`src/delivery_pkg.sv`:
```
// Constants and types for the delivery batch controller.
// Assumes a 20 MHz system clock.
package delivery_pkg;
    localparam int unsigned CLK_HZ = 20000000;
    localparam int unsigned HOLD_TIME_MS = 2000;
    localparam int unsigned HOLD_CYCLES = HOLD_TIME_MS * (CLK_HZ / 1000);
    localparam int unsigned NOFLOW_TIME_S = 180;
    localparam int unsigned NOFLOW_CYCLES = NOFLOW_TIME_S * CLK_HZ;
    localparam int unsigned TOTAL_W = 32;
    localparam int unsigned DELNO_W = 16;
    localparam int unsigned TMO_W = 24;
    localparam int unsigned CNT_W = 32;
    localparam int unsigned MIN_W = 7;
    localparam logic [MIN_W-1:0] CLR_MIN_MAX = 7'h63;
    localparam logic [7:0] OVERFLOW_STATUS = 8'hc8;
    localparam logic [7:0] FAULT_OVERFLOW = 8'h0e;
    localparam logic [TOTAL_W-1:0] TOTAL_RESET = 32'h0;
    localparam logic [DELNO_W-1:0] DELNO_RESET = 16'h0;

    typedef enum logic [2:0] {
        ST_IDLE = 3'b000,
        ST_RUN = 3'b001,
        ST_STOPPING = 3'b010,
        ST_PRINT = 3'b011,
        ST_DONE = 3'b100,
        ST_OVERFLOW = 3'b101
    } state_t;
endpackage

```
`src/delivery_batch_controller.sv`:
```
// Delivery sequencing: start/stop and preset modes, relays, end of delivery,
// tickets, clearable minimum, overflow and power loss.
// Assumes pulses and keys are pin levels; totals arithmetic is done here
// by plain counting, one unit per qualified pulse.
// Contract
// - Probe or pulser fault in start/stop mode opens relay one, alternates display.
// - After a fault, flow keeps totalising on remaining channel or last temperature.
// - No flow beyond three minutes completes the delivery and prints a ticket.
// - Flow after end of delivery auto-resets: clear, number up, relay stays open.
// - Two-second reset hold starts delivery; no flow in three minutes ends it.
// - Preset mode opens both relays when the total reaches the batch.
// - Preset delivery completes after batch reached and signal timeout expired.
// - Preset stop key opens both relays; ends after timeout.
// - End-of-delivery output stays on until the next reset.
// - Batch compares gross or net as configured; both cleared at start.
// - Printer enabled: auto ticket at end; reset refused until printed.
// - First ticket original, later stop presses duplicate; none after new start.
// - Printing message shown while ticket data is being sent.
// - Signal timeout on pulse arrival detects stop; overrun keeps totalising.
// - Three-minute timer ends the load, counts delivery, may be disabled.
// - Pulse rates below cutoff count as no flow.
// - Clearable minimum is zero to ninety-nine units; zero disables it.
// - Total below minimum is zeroed, accumulated restored, no ticket.
// - Flow after end before ticket completes is overflow, finish total only.
// - When overflow flow stops, retry the ticket and clear the error.
// - Power loss is end of delivery; on return print original, allow duplicates.
// - Start/stop mode stop key opens only relay one; relay two unused.
`timescale 1ns/1ps
`default_nettype none
module delivery_batch_controller #(
    parameter int unsigned HOLD_LIMIT = delivery_pkg::HOLD_CYCLES,
    parameter int unsigned NOFLOW_LIMIT = delivery_pkg::NOFLOW_CYCLES
) (
    // Clock and reset
    input wire logic i_clk,
    input wire logic i_rst,
    // Pins: pulser channels, probe fault, keys, power good
    input wire logic i_pulse_a,
    input wire logic i_pulse_b,
    input wire logic i_probe_fault,
    input wire logic i_key_reset,
    input wire logic i_key_stop,
    input wire logic i_power_good,
    // Configuration
    input wire logic i_preset_mode,
    input wire logic i_dual_input,
    input wire logic i_batch_on_net,
    input wire logic i_printer_en,
    input wire logic i_noflow_timer_en,
    input wire logic [delivery_pkg::TMO_W-1:0] i_signal_timeout,
    input wire logic [delivery_pkg::CNT_W-1:0] i_cutoff_period,
    input wire logic [delivery_pkg::TOTAL_W-1:0] i_batch_qty,
    input wire logic [delivery_pkg::MIN_W-1:0] i_clear_min,
    input wire logic i_net_unit,
    // Printer handshake
    input wire logic i_print_done,
    output logic o_print_req,
    output logic o_print_duplicate,
    output logic [7:0] o_ticket_status,
    // Relays and end-of-delivery output
    output logic o_relay1,
    output logic o_relay2,
    output logic o_eod,
    // Display and indicators
    output logic o_printing_msg,
    output logic o_no_delivery_message,
    output logic o_fault_active,
    output logic [7:0] o_fault_code_display,
    output logic o_reset_led,
    // Totals
    output logic [delivery_pkg::TOTAL_W-1:0] o_gross_total,
    output logic [delivery_pkg::TOTAL_W-1:0] o_net_total,
    output logic [delivery_pkg::TOTAL_W-1:0] o_acc_total,
    output logic [delivery_pkg::DELNO_W-1:0] o_delivery_no
);
    localparam int unsigned TW = delivery_pkg::TOTAL_W;

    delivery_pkg::state_t state;
    delivery_pkg::state_t next_state;

    logic [5:0] pins;
    wire [5:0] pins_raw = {i_power_good, i_key_stop, i_key_reset,
                           i_probe_fault, i_pulse_b, i_pulse_a};

    sync2 #(.W(6)) u_sync (
        .i_clk(i_clk),
        .i_rst(i_rst),
        .i_async(pins_raw),
        .o_sync(pins)
    );

    logic pa_d, pb_d, stop_d, pg_d;
    logic [delivery_pkg::CNT_W-1:0] since_pulse;
    logic [TW-1:0] acc_start;
    logic original_done, dup_allowed, batch_hit, stop_pressed, fault_seen;
    logic chan_fault, powered_down;

    wire edge_a = pins[0] && !pa_d;
    wire edge_b = pins[1] && !pb_d;
    wire stop_press = pins[4] && !stop_d;
    wire power_lost = !pins[5] && pg_d;
    wire power_back = pins[5] && !pg_d;
    wire probe_fault = pins[2];

    // Dual input verifies by pairing; a dead channel falls back to the other
    wire raw_pulse = (i_dual_input && !chan_fault) ? edge_a : (edge_a || edge_b);
    // Pulses spaced longer than the cutoff period read as zero flow
    wire pulse = raw_pulse && (since_pulse < i_cutoff_period);

    wire running = (state == delivery_pkg::ST_RUN)
                || (state == delivery_pkg::ST_STOPPING);
    wire flow_tmo, noflow_tmo, hold_done;

    tick_timer #(.W(delivery_pkg::TMO_W)) u_sig_tmo (
        .i_clk(i_clk),
        .i_rst(i_rst),
        .i_restart(pulse),
        .i_enable(1'b1),
        .i_limit(i_signal_timeout),
        .o_done(flow_tmo)
    );

    tick_timer #(.W(delivery_pkg::CNT_W)) u_noflow (
        .i_clk(i_clk),
        .i_rst(i_rst),
        .i_restart(pulse),
        .i_enable(running && i_noflow_timer_en),
        .i_limit(NOFLOW_LIMIT[delivery_pkg::CNT_W-1:0]),
        .o_done(noflow_tmo)
    );

    tick_timer #(.W(delivery_pkg::CNT_W)) u_hold (
        .i_clk(i_clk),
        .i_rst(i_rst),
        .i_restart(1'b0),
        .i_enable(pins[3]),
        .i_limit(HOLD_LIMIT[delivery_pkg::CNT_W-1:0]),
        .o_done(hold_done)
    );

    logic hold_seen;
    wire start_req = hold_done && !hold_seen;
    // Busy ticket blocks a new start
    wire start_ok = start_req && (state != delivery_pkg::ST_PRINT)
                 && (state != delivery_pkg::ST_OVERFLOW);

    wire [TW-1:0] batch_total = i_batch_on_net ? o_net_total : o_gross_total;
    wire batch_reached = i_preset_mode && (batch_total >= i_batch_qty);
    wire [TW-1:0] clear_min = {{(TW-delivery_pkg::MIN_W){1'b0}},
        (i_clear_min > delivery_pkg::CLR_MIN_MAX) ? delivery_pkg::CLR_MIN_MAX
                                                  : i_clear_min};
    localparam logic [TW-1:0] TOTAL_ZERO = delivery_pkg::TOTAL_RESET;
    wire below_min = (clear_min != TOTAL_ZERO) && (o_gross_total < clear_min);

    wire end_cond = noflow_tmo
        || (flow_tmo && (stop_pressed || batch_hit));
    wire end_now = running && (end_cond || power_lost);
    wire print_needed = i_printer_en && !below_min;

    always_comb begin
        next_state = state;
        case (state)
            delivery_pkg::ST_IDLE: begin
                if (start_ok) begin
                    next_state = delivery_pkg::ST_RUN;
                end
            end
            delivery_pkg::ST_RUN, delivery_pkg::ST_STOPPING: begin
                if (end_now) begin
                    // No printer power on a loss: ticket waits for return
                    next_state = (print_needed && !power_lost)
                        ? delivery_pkg::ST_PRINT
                        : delivery_pkg::ST_DONE;
                end else if (stop_press || batch_reached || fault_seen) begin
                    next_state = delivery_pkg::ST_STOPPING;
                end
            end
            delivery_pkg::ST_PRINT: begin
                if (pulse) begin
                    next_state = delivery_pkg::ST_OVERFLOW;
                end else if (i_print_done) begin
                    next_state = delivery_pkg::ST_DONE;
                end
            end
            delivery_pkg::ST_OVERFLOW: begin
                if (flow_tmo) begin
                    next_state = delivery_pkg::ST_PRINT;
                end
            end
            delivery_pkg::ST_DONE: begin
                if (start_ok || pulse) begin
                    next_state = delivery_pkg::ST_RUN;
                end else if (stop_press && dup_allowed && i_printer_en) begin
                    next_state = delivery_pkg::ST_PRINT;
                end else if (power_back && powered_down && print_needed) begin
                    next_state = delivery_pkg::ST_PRINT;
                end
            end
            default: begin
                next_state = delivery_pkg::ST_IDLE;
            end
        endcase
    end

    wire entering_run = (next_state == delivery_pkg::ST_RUN)
                     && (state != delivery_pkg::ST_RUN);
    wire auto_reset = entering_run && !start_ok;
    wire reach_end = end_now;

    always_ff @(posedge i_clk) begin
        if (i_rst) begin
            state <= delivery_pkg::ST_IDLE;
            pa_d <= 1'b0;
            pb_d <= 1'b0;
            stop_d <= 1'b0;
            // Matches the synchroniser's reset, so no false power loss
            pg_d <= 1'b0;
            since_pulse <= '0;
            hold_seen <= 1'b0;
            o_gross_total <= delivery_pkg::TOTAL_RESET;
            o_net_total <= delivery_pkg::TOTAL_RESET;
            o_acc_total <= delivery_pkg::TOTAL_RESET;
            acc_start <= delivery_pkg::TOTAL_RESET;
            o_delivery_no <= delivery_pkg::DELNO_RESET;
            o_relay1 <= 1'b0;
            o_relay2 <= 1'b0;
            o_eod <= 1'b0;
            o_reset_led <= 1'b0;
            original_done <= 1'b0;
            dup_allowed <= 1'b0;
            batch_hit <= 1'b0;
            stop_pressed <= 1'b0;
            fault_seen <= 1'b0;
            chan_fault <= 1'b0;
            powered_down <= 1'b0;
            o_ticket_status <= 8'h00;
            o_no_delivery_message <= 1'b0;
        end else begin
            state <= next_state;
            pa_d <= pins[0];
            pb_d <= pins[1];
            stop_d <= pins[4];
            pg_d <= pins[5];
            since_pulse <= raw_pulse ? '0 :
                (&since_pulse ? since_pulse : since_pulse + 32'h1);
            hold_seen <= pins[3] ? (hold_seen || hold_done) : 1'b0;
            // Dual input with one channel silent marks a pulser fault
            if (i_dual_input && (edge_a != edge_b) && running) begin
                chan_fault <= 1'b1;
            end
            if (entering_run) begin
                o_gross_total <= TOTAL_ZERO;
                o_net_total <= TOTAL_ZERO;
                acc_start <= o_acc_total;
                o_delivery_no <= o_delivery_no + 16'h1;
                o_relay1 <= !auto_reset;
                o_relay2 <= !auto_reset && i_preset_mode;
                o_eod <= 1'b0;
                o_reset_led <= 1'b1;
                original_done <= 1'b0;
                dup_allowed <= 1'b0;
                batch_hit <= 1'b0;
                stop_pressed <= 1'b0;
                fault_seen <= 1'b0;
                chan_fault <= 1'b0;
                o_ticket_status <= 8'h00;
                o_no_delivery_message <= 1'b0;
            end else if (running) begin
                if (pulse) begin
                    o_gross_total <= o_gross_total + 32'h1;
                    o_acc_total <= o_acc_total + 32'h1;
                    // Net follows the last good temperature factor
                    if (i_net_unit) begin
                        o_net_total <= o_net_total + 32'h1;
                    end
                end
                if ((probe_fault || chan_fault) && !i_preset_mode) begin
                    fault_seen <= 1'b1;
                    o_relay1 <= 1'b0;
                end
                if (stop_press) begin
                    stop_pressed <= 1'b1;
                    o_relay1 <= 1'b0;
                    o_relay2 <= 1'b0;
                end
                if (batch_reached) begin
                    batch_hit <= 1'b1;
                    o_relay1 <= 1'b0;
                    o_relay2 <= 1'b0;
                end
                if (reach_end) begin
                    o_relay1 <= 1'b0;
                    o_relay2 <= 1'b0;
                    o_eod <= 1'b1;
                    powered_down <= power_lost;
                    if (below_min) begin
                        o_gross_total <= TOTAL_ZERO;
                        o_net_total <= TOTAL_ZERO;
                        o_acc_total <= acc_start;
                    end
                end
            end else begin
                // The pulse that breaks into a ticket counts as overflow too
                if (pulse && (state == delivery_pkg::ST_OVERFLOW
                    || state == delivery_pkg::ST_PRINT)) begin
                    o_acc_total <= o_acc_total + 32'h1;
                end
                if (next_state == delivery_pkg::ST_OVERFLOW) begin
                    o_ticket_status <= delivery_pkg::OVERFLOW_STATUS;
                end
                if (state == delivery_pkg::ST_PRINT && i_print_done) begin
                    original_done <= 1'b1;
                    dup_allowed <= 1'b1;
                end
                if (state == delivery_pkg::ST_DONE && stop_press) begin
                    o_no_delivery_message <= !dup_allowed;
                end
            end
            if (power_back && powered_down) begin
                powered_down <= 1'b0;
            end
        end
    end

    // Ticket replays after power return: the done state re-enters printing
    assign o_print_req = (state == delivery_pkg::ST_PRINT);
    assign o_print_duplicate = original_done;
    assign o_printing_msg = (state == delivery_pkg::ST_PRINT);
    assign o_fault_active = fault_seen
        || (state == delivery_pkg::ST_OVERFLOW);
    assign o_fault_code_display = (state == delivery_pkg::ST_OVERFLOW)
        ? delivery_pkg::FAULT_OVERFLOW
        : {6'h00, chan_fault, probe_fault && fault_seen};
endmodule
`default_nettype wire

```
`src/tick_timer.sv`:
```
// Restartable cycle counter with a done level.
// Assumes restart and enable come from the same clock domain.
`timescale 1ns/1ps
`default_nettype none
module tick_timer #(
    parameter int unsigned W = 32
) (
    // Clock and reset
    input wire logic i_clk,
    input wire logic i_rst,
    // Control
    input wire logic i_restart,
    input wire logic i_enable,
    input wire logic [W-1:0] i_limit,
    // Status
    output logic o_done
);
    logic [W-1:0] count;
    wire at_limit = (count >= i_limit);
    wire [W-1:0] next_count = at_limit ? count : count + {{(W-1){1'b0}}, 1'b1};

    always_ff @(posedge i_clk) begin
        if (i_rst || i_restart || !i_enable) begin
            count <= '0;
        end else begin
            count <= next_count;
        end
    end

    // Limit zero would fire at once, so done needs the enable too
    assign o_done = i_enable && !i_restart && at_limit;
endmodule
`default_nettype wire

```
`src/sync2.sv`:
```
// Two-flop synchroniser for a bundle of asynchronous pin levels.
// Assumes the inputs are slow levels; pulses shorter than one clock may vanish.
`timescale 1ns/1ps
`default_nettype none
module sync2 #(
    parameter int unsigned W = 1
) (
    // Clock and reset
    input wire logic i_clk,
    input wire logic i_rst,
    // Levels
    input wire logic [W-1:0] i_async,
    output logic [W-1:0] o_sync
);
    logic [W-1:0] meta;

    always_ff @(posedge i_clk) begin
        if (i_rst) begin
            meta <= '0;
            o_sync <= '0;
        end else begin
            meta <= i_async;
            o_sync <= meta;
        end
    end
endmodule
`default_nettype wire

```
`config.mk`:
```
export PLATFORM = sky130hd
export DESIGN_NAME = delivery_batch_controller
export DESIGN_NICKNAME = d
export VERILOG_FILES = /design/src/delivery_pkg.sv /design/src/delivery_batch_controller.sv /design/src/tick_timer.sv /design/src/sync2.sv
export SDC_FILE = /design/constraint.sdc
export NUM_CORES = 1
export LEC_CHECK = 0
export BUFFER_PORTS_ARGS = -buffer_cell sky130_fd_sc_hd__buf_2
export CORE_UTILIZATION = 25
export CTS_BUF_LIST = sky130_fd_sc_hd__clkbuf_4 sky130_fd_sc_hd__clkbuf_8
export DETAILED_ROUTE_END_ITERATION = 10
export PLACE_DENSITY_LB_ADDON = 0.15
export SETUP_SLACK_MARGIN = 0.4
export SLEW_MARGIN = 20
export SYNTH_ARGS = -nofsm -noshare
export SYNTH_HDL_FRONTEND = slang
export SYNTH_SLANG_ARGS = --single-unit
```
`constraint.sdc`:
```
create_clock -name i_clk -period 6 [get_ports i_clk]
set_input_delay 0.3 -clock i_clk [delete_from_list [all_inputs] [get_ports i_clk]]
set_output_delay 0.3 -clock i_clk [all_outputs]
set_load 0.03 [all_outputs]
```
==> flow_metrics.py <==
metrics = {
    "status": {
        "status": "finished clean",
    },
    "detailed_routing": {
        "wl_um": 49700,
        "drc": 0,
        "drtPass1Iterations": 5,
        "vias": 14700,
        "vias_per_cell": 4.58,
        "drtIter0Drc": 659,
        "wire_per_inst_um": 15.5,
        "antenna_left": 0,
    },
    "critical_path": {
        "max_stage_delay_ps": 530,
        "worst-path-max-fanout": 46,
        "end_kind": "register",
        "path_buf_inv": 2,
        "slowest_stage": "nor4b_4",
        "cpMostUsedCell": "buf_4",
        "path_class": "register to register",
        "crit_chain": "ha_1 -> a21o_1 -> a31oi_1 -> o311ai_1 -> o21a_2 -> or2_1 -> buf_4 -> a32o_1 -> a311o_1 -> nor4b_4 -> and2_2 -> buf_4 -> a311oi_1 -> a41o_1",
        "start_kind": "register",
        "critPathRequiredTime_ps": 6550,
        "worst-endpoint-arrival_ps": 5230,
        "cpLargestDelayFamily": "compound AO/OA/AOI/OAI gates",
    },
    "clock_tree": {
        "cts.repair.resized": 0,
        "post_cts_buffers": 0,
        "cts_hold_buf": 16,
        "clkTransAtPathRegs_ps": 60,
        "clkLatencyLatePin_ps": 690,
        "clk_path_buf_depth": 3,
        "cts_root_buf": "clkbuf_8",
        "cts_tree": "built",
        "cts.sinks": 296,
        "ctsHtreeMaxLevel": 2,
        "cts_made_buffers": 60,
    },
    "floorplan": {
        "dieArea_sq_mm": 0.0660,
        "pin_count": 247,
        "die_x_um": 257,
        "start_util_pct": 25.2,
        "die_h_um": 257,
        "coreArea_sq_mm": 0.0643,
        "row_count": 93,
    },
    "sta": {
        "final.setup.tns_ps": 0,
        "rsz0062_at_grt": "false",
        "timing.fmax_ghz": 0.214,
        "maxSlewViolCount": 0,
        "period_minus_slack_ps": 4680,
        "fin_skew_ps": 73.7,
        "hold_ws_ps": 52.1,
        "period_share_pct": 78.0,
        "hold_violations": 0,
        "setup_viol": 0,
        "worst_slew_pin_slew_ps": 1010,
        "relSlewSlack_pct": 32.4,
    },
    "pwr": {
        "power_density_mw_per_mm2": 223,
        "power_leakage_nw": 8.18,
        "ir_drop_uv": 145,
    },
    "min_path": {
        "hold_path_class": "input pin to register",
    },
    "cells_and_area": {
        "fillers": 6973,
        "nNetsFinal": 2516,
        "regArea_sq_mm": 0.00593,
        "area_growth_pct": 21.2,
        "multi_input_area_sq_mm": 0.00941,
        "layout-drive-gt1-share_pct": 17.6,
    },
    "logic_synthesis": {
        "yosysMostFrequentCell": "dfxtp_1",
        "yosysTopAreaCellShare_pct": 36.5,
        "synth-seq-cells": 296,
        "ys_warn_count": 0,
        "synth_top_area_cell": "dfxtp_1",
        "synth_common_cells": "dfxtp_1, nor2_1, nand2_1",
        "synth_edf_count": 0,
        "syn_inst": 2056,
        "ys.flop_type": "dfxtp_1",
        "syn_avg_cell_area_sq_um": 7.90,
        "synthesis.area_sq_mm": 0.0162,
        "synth.distinct_cells": 78,
        "synthArstFlopShare_pct": 0,
        "yosysSeqAreaShare_pct": 36.5,
        "ys_top_cells_by_area": "dfxtp_1, ha_1, nor2_1",
    },
    "placed_design": {
        "gp_congestion": 0.812,
        "portBuffers": 237,
        "dp_hpwl_um": 36700,
    },
    "grt": {
        "grt_pass1_vias": 14500,
        "antenna_found_initial": 3,
        "grtUsageTotal_pct": 15.0,
        "grt_first_pass_wirelength_um": 80000,
        "grt_max_degree": 86,
        "grt_overflow_total": 0,
    },
    "job": {
        "maxCapViolCount": 0,
    },
}
## worst reg2reg max path: stages (launching register included)
cell and delay [ps]:
dfxtp_1 420, ha_1 280, a21o_1 160, a31oi_1 380
o311ai_1 270, o21a_2 350, or2_1 230, buf_4 200
a32o_1 260, a311o_1 330, nor4b_4 530, and2_2 260
buf_4 480, a311oi_1 190, a41o_1 240
## state kept, by name, summed over array words and instances, names as in the netlist, 3 cells and up
signal	count
u_sync.meta	6
u_sync.o_sync	6
u_hold.count	32
acc_start	32
u_sig_tmo.count	24
o_gross_total	32
o_acc_total	32
u_noflow.count	32
since_pulse	32
o_delivery_no	16
o_net_total	32
state	3
## cells in the final DEF, fill, tap and decap left out, types with 46 or more instances in the layout
cell type	netlist	layout
nand4_1	46	46
a21oi_1	149	149
clkbuf_8	0	76
buf_2	3	236
xor2_1	107	107
dfxtp_1	296	296
o21ai_0	73	73
nand2_1	244	243
xnor2_1	61	61
and3_1	47	47
inv_1	132	132
nor2_1	276	276
ha_1	104	104
nand3_1	98	97
## path summary, 6_finish.rpt
check | from | endpoint | slack [ps] | depth (start not counted)
worst max-delay path | since_pulse[13] | o_delivery_no[13] | 1320 | 14
worst min-delay path | i_dual_input | chan_fault | 50 | 3
worst max register to register | since_pulse[13] | o_delivery_no[13] | 1320 | 14
worst min register to register | u_sync.o_sync[0] | pa_d | 410 | 1
## stage by stage
step	setup WS (ps)	power, W	std cells	utilization (%)	instance area, sq um
3_5_place_dp	863	0.00221	3079	28.3	18200
2_1_floorplan	1950	0.00214	2064	-	16300
5_1_grt	1080	0.00461	3201	30.6	19700
4_1_cts	1390	0.00450	3199	30.6	19700
3_3_place_gp	1030	0.00221	3079	28.3	18200
6_report	1320	0.00438	3201	30.6	19700
## per-layer routing
| layer | vias to the layer above | share of wire, % | GRT usage [%] |
|---|---|---|---|
| met1 | 6817 | 46 | 19.1 |
| li1 | 7472 | - | - |
| met5 | - | 0 | 0 |
| met4 | 0 | 3.1 | 5.74 |
| met2 | 276 | 47 | 24.9 |
| met3 | 87 | 4.4 | 2.78 |
## where the power goes
group	leakage, nW	switching (W)	internal (W)	total (W)
registers	2.39	0.00000707	0.00198	0.00198
logic	5.11	0.000116	0.0000767	0.000193
clock network	0.683	0.000935	0.00127	0.00220
total	8.18	0.00106	0.00332	0.00438
## logic make-up (layout without fill, tap and decap cells)
family / after synthesis / count (layout) / share of synthesized area [%]
adder cells (fa/ha/maj): 104 / 104 / 8.01
multiplexers: 39 / 39 / 2.64
AO/OA/AOI/OAI: 316 / 316 / 11.5
buffers and inverters: 226 / 506 / 5.85
XOR/XNOR: 168 / 168 / 9.06
other: 1 / 11 / 0.0231
AND/OR/NAND/NOR: 906 / 906 / 26.4
flip-flops: 296 / 296 / 36.5
## layout make-up
cell class / count / share of cell area [%]
antenna: 2 / 0.0254
clock buffer: 97 / 6.12
clock inverter: 7 / 0.369
inverter: 132 / 2.52
multi-input combinational: 1542 / 47.8
sequential: 296 / 30.1
tap: 855 / 5.44
timing repair buffer: 270 / 7.57
No activity file was read; power rests on OpenSTA's default activity.
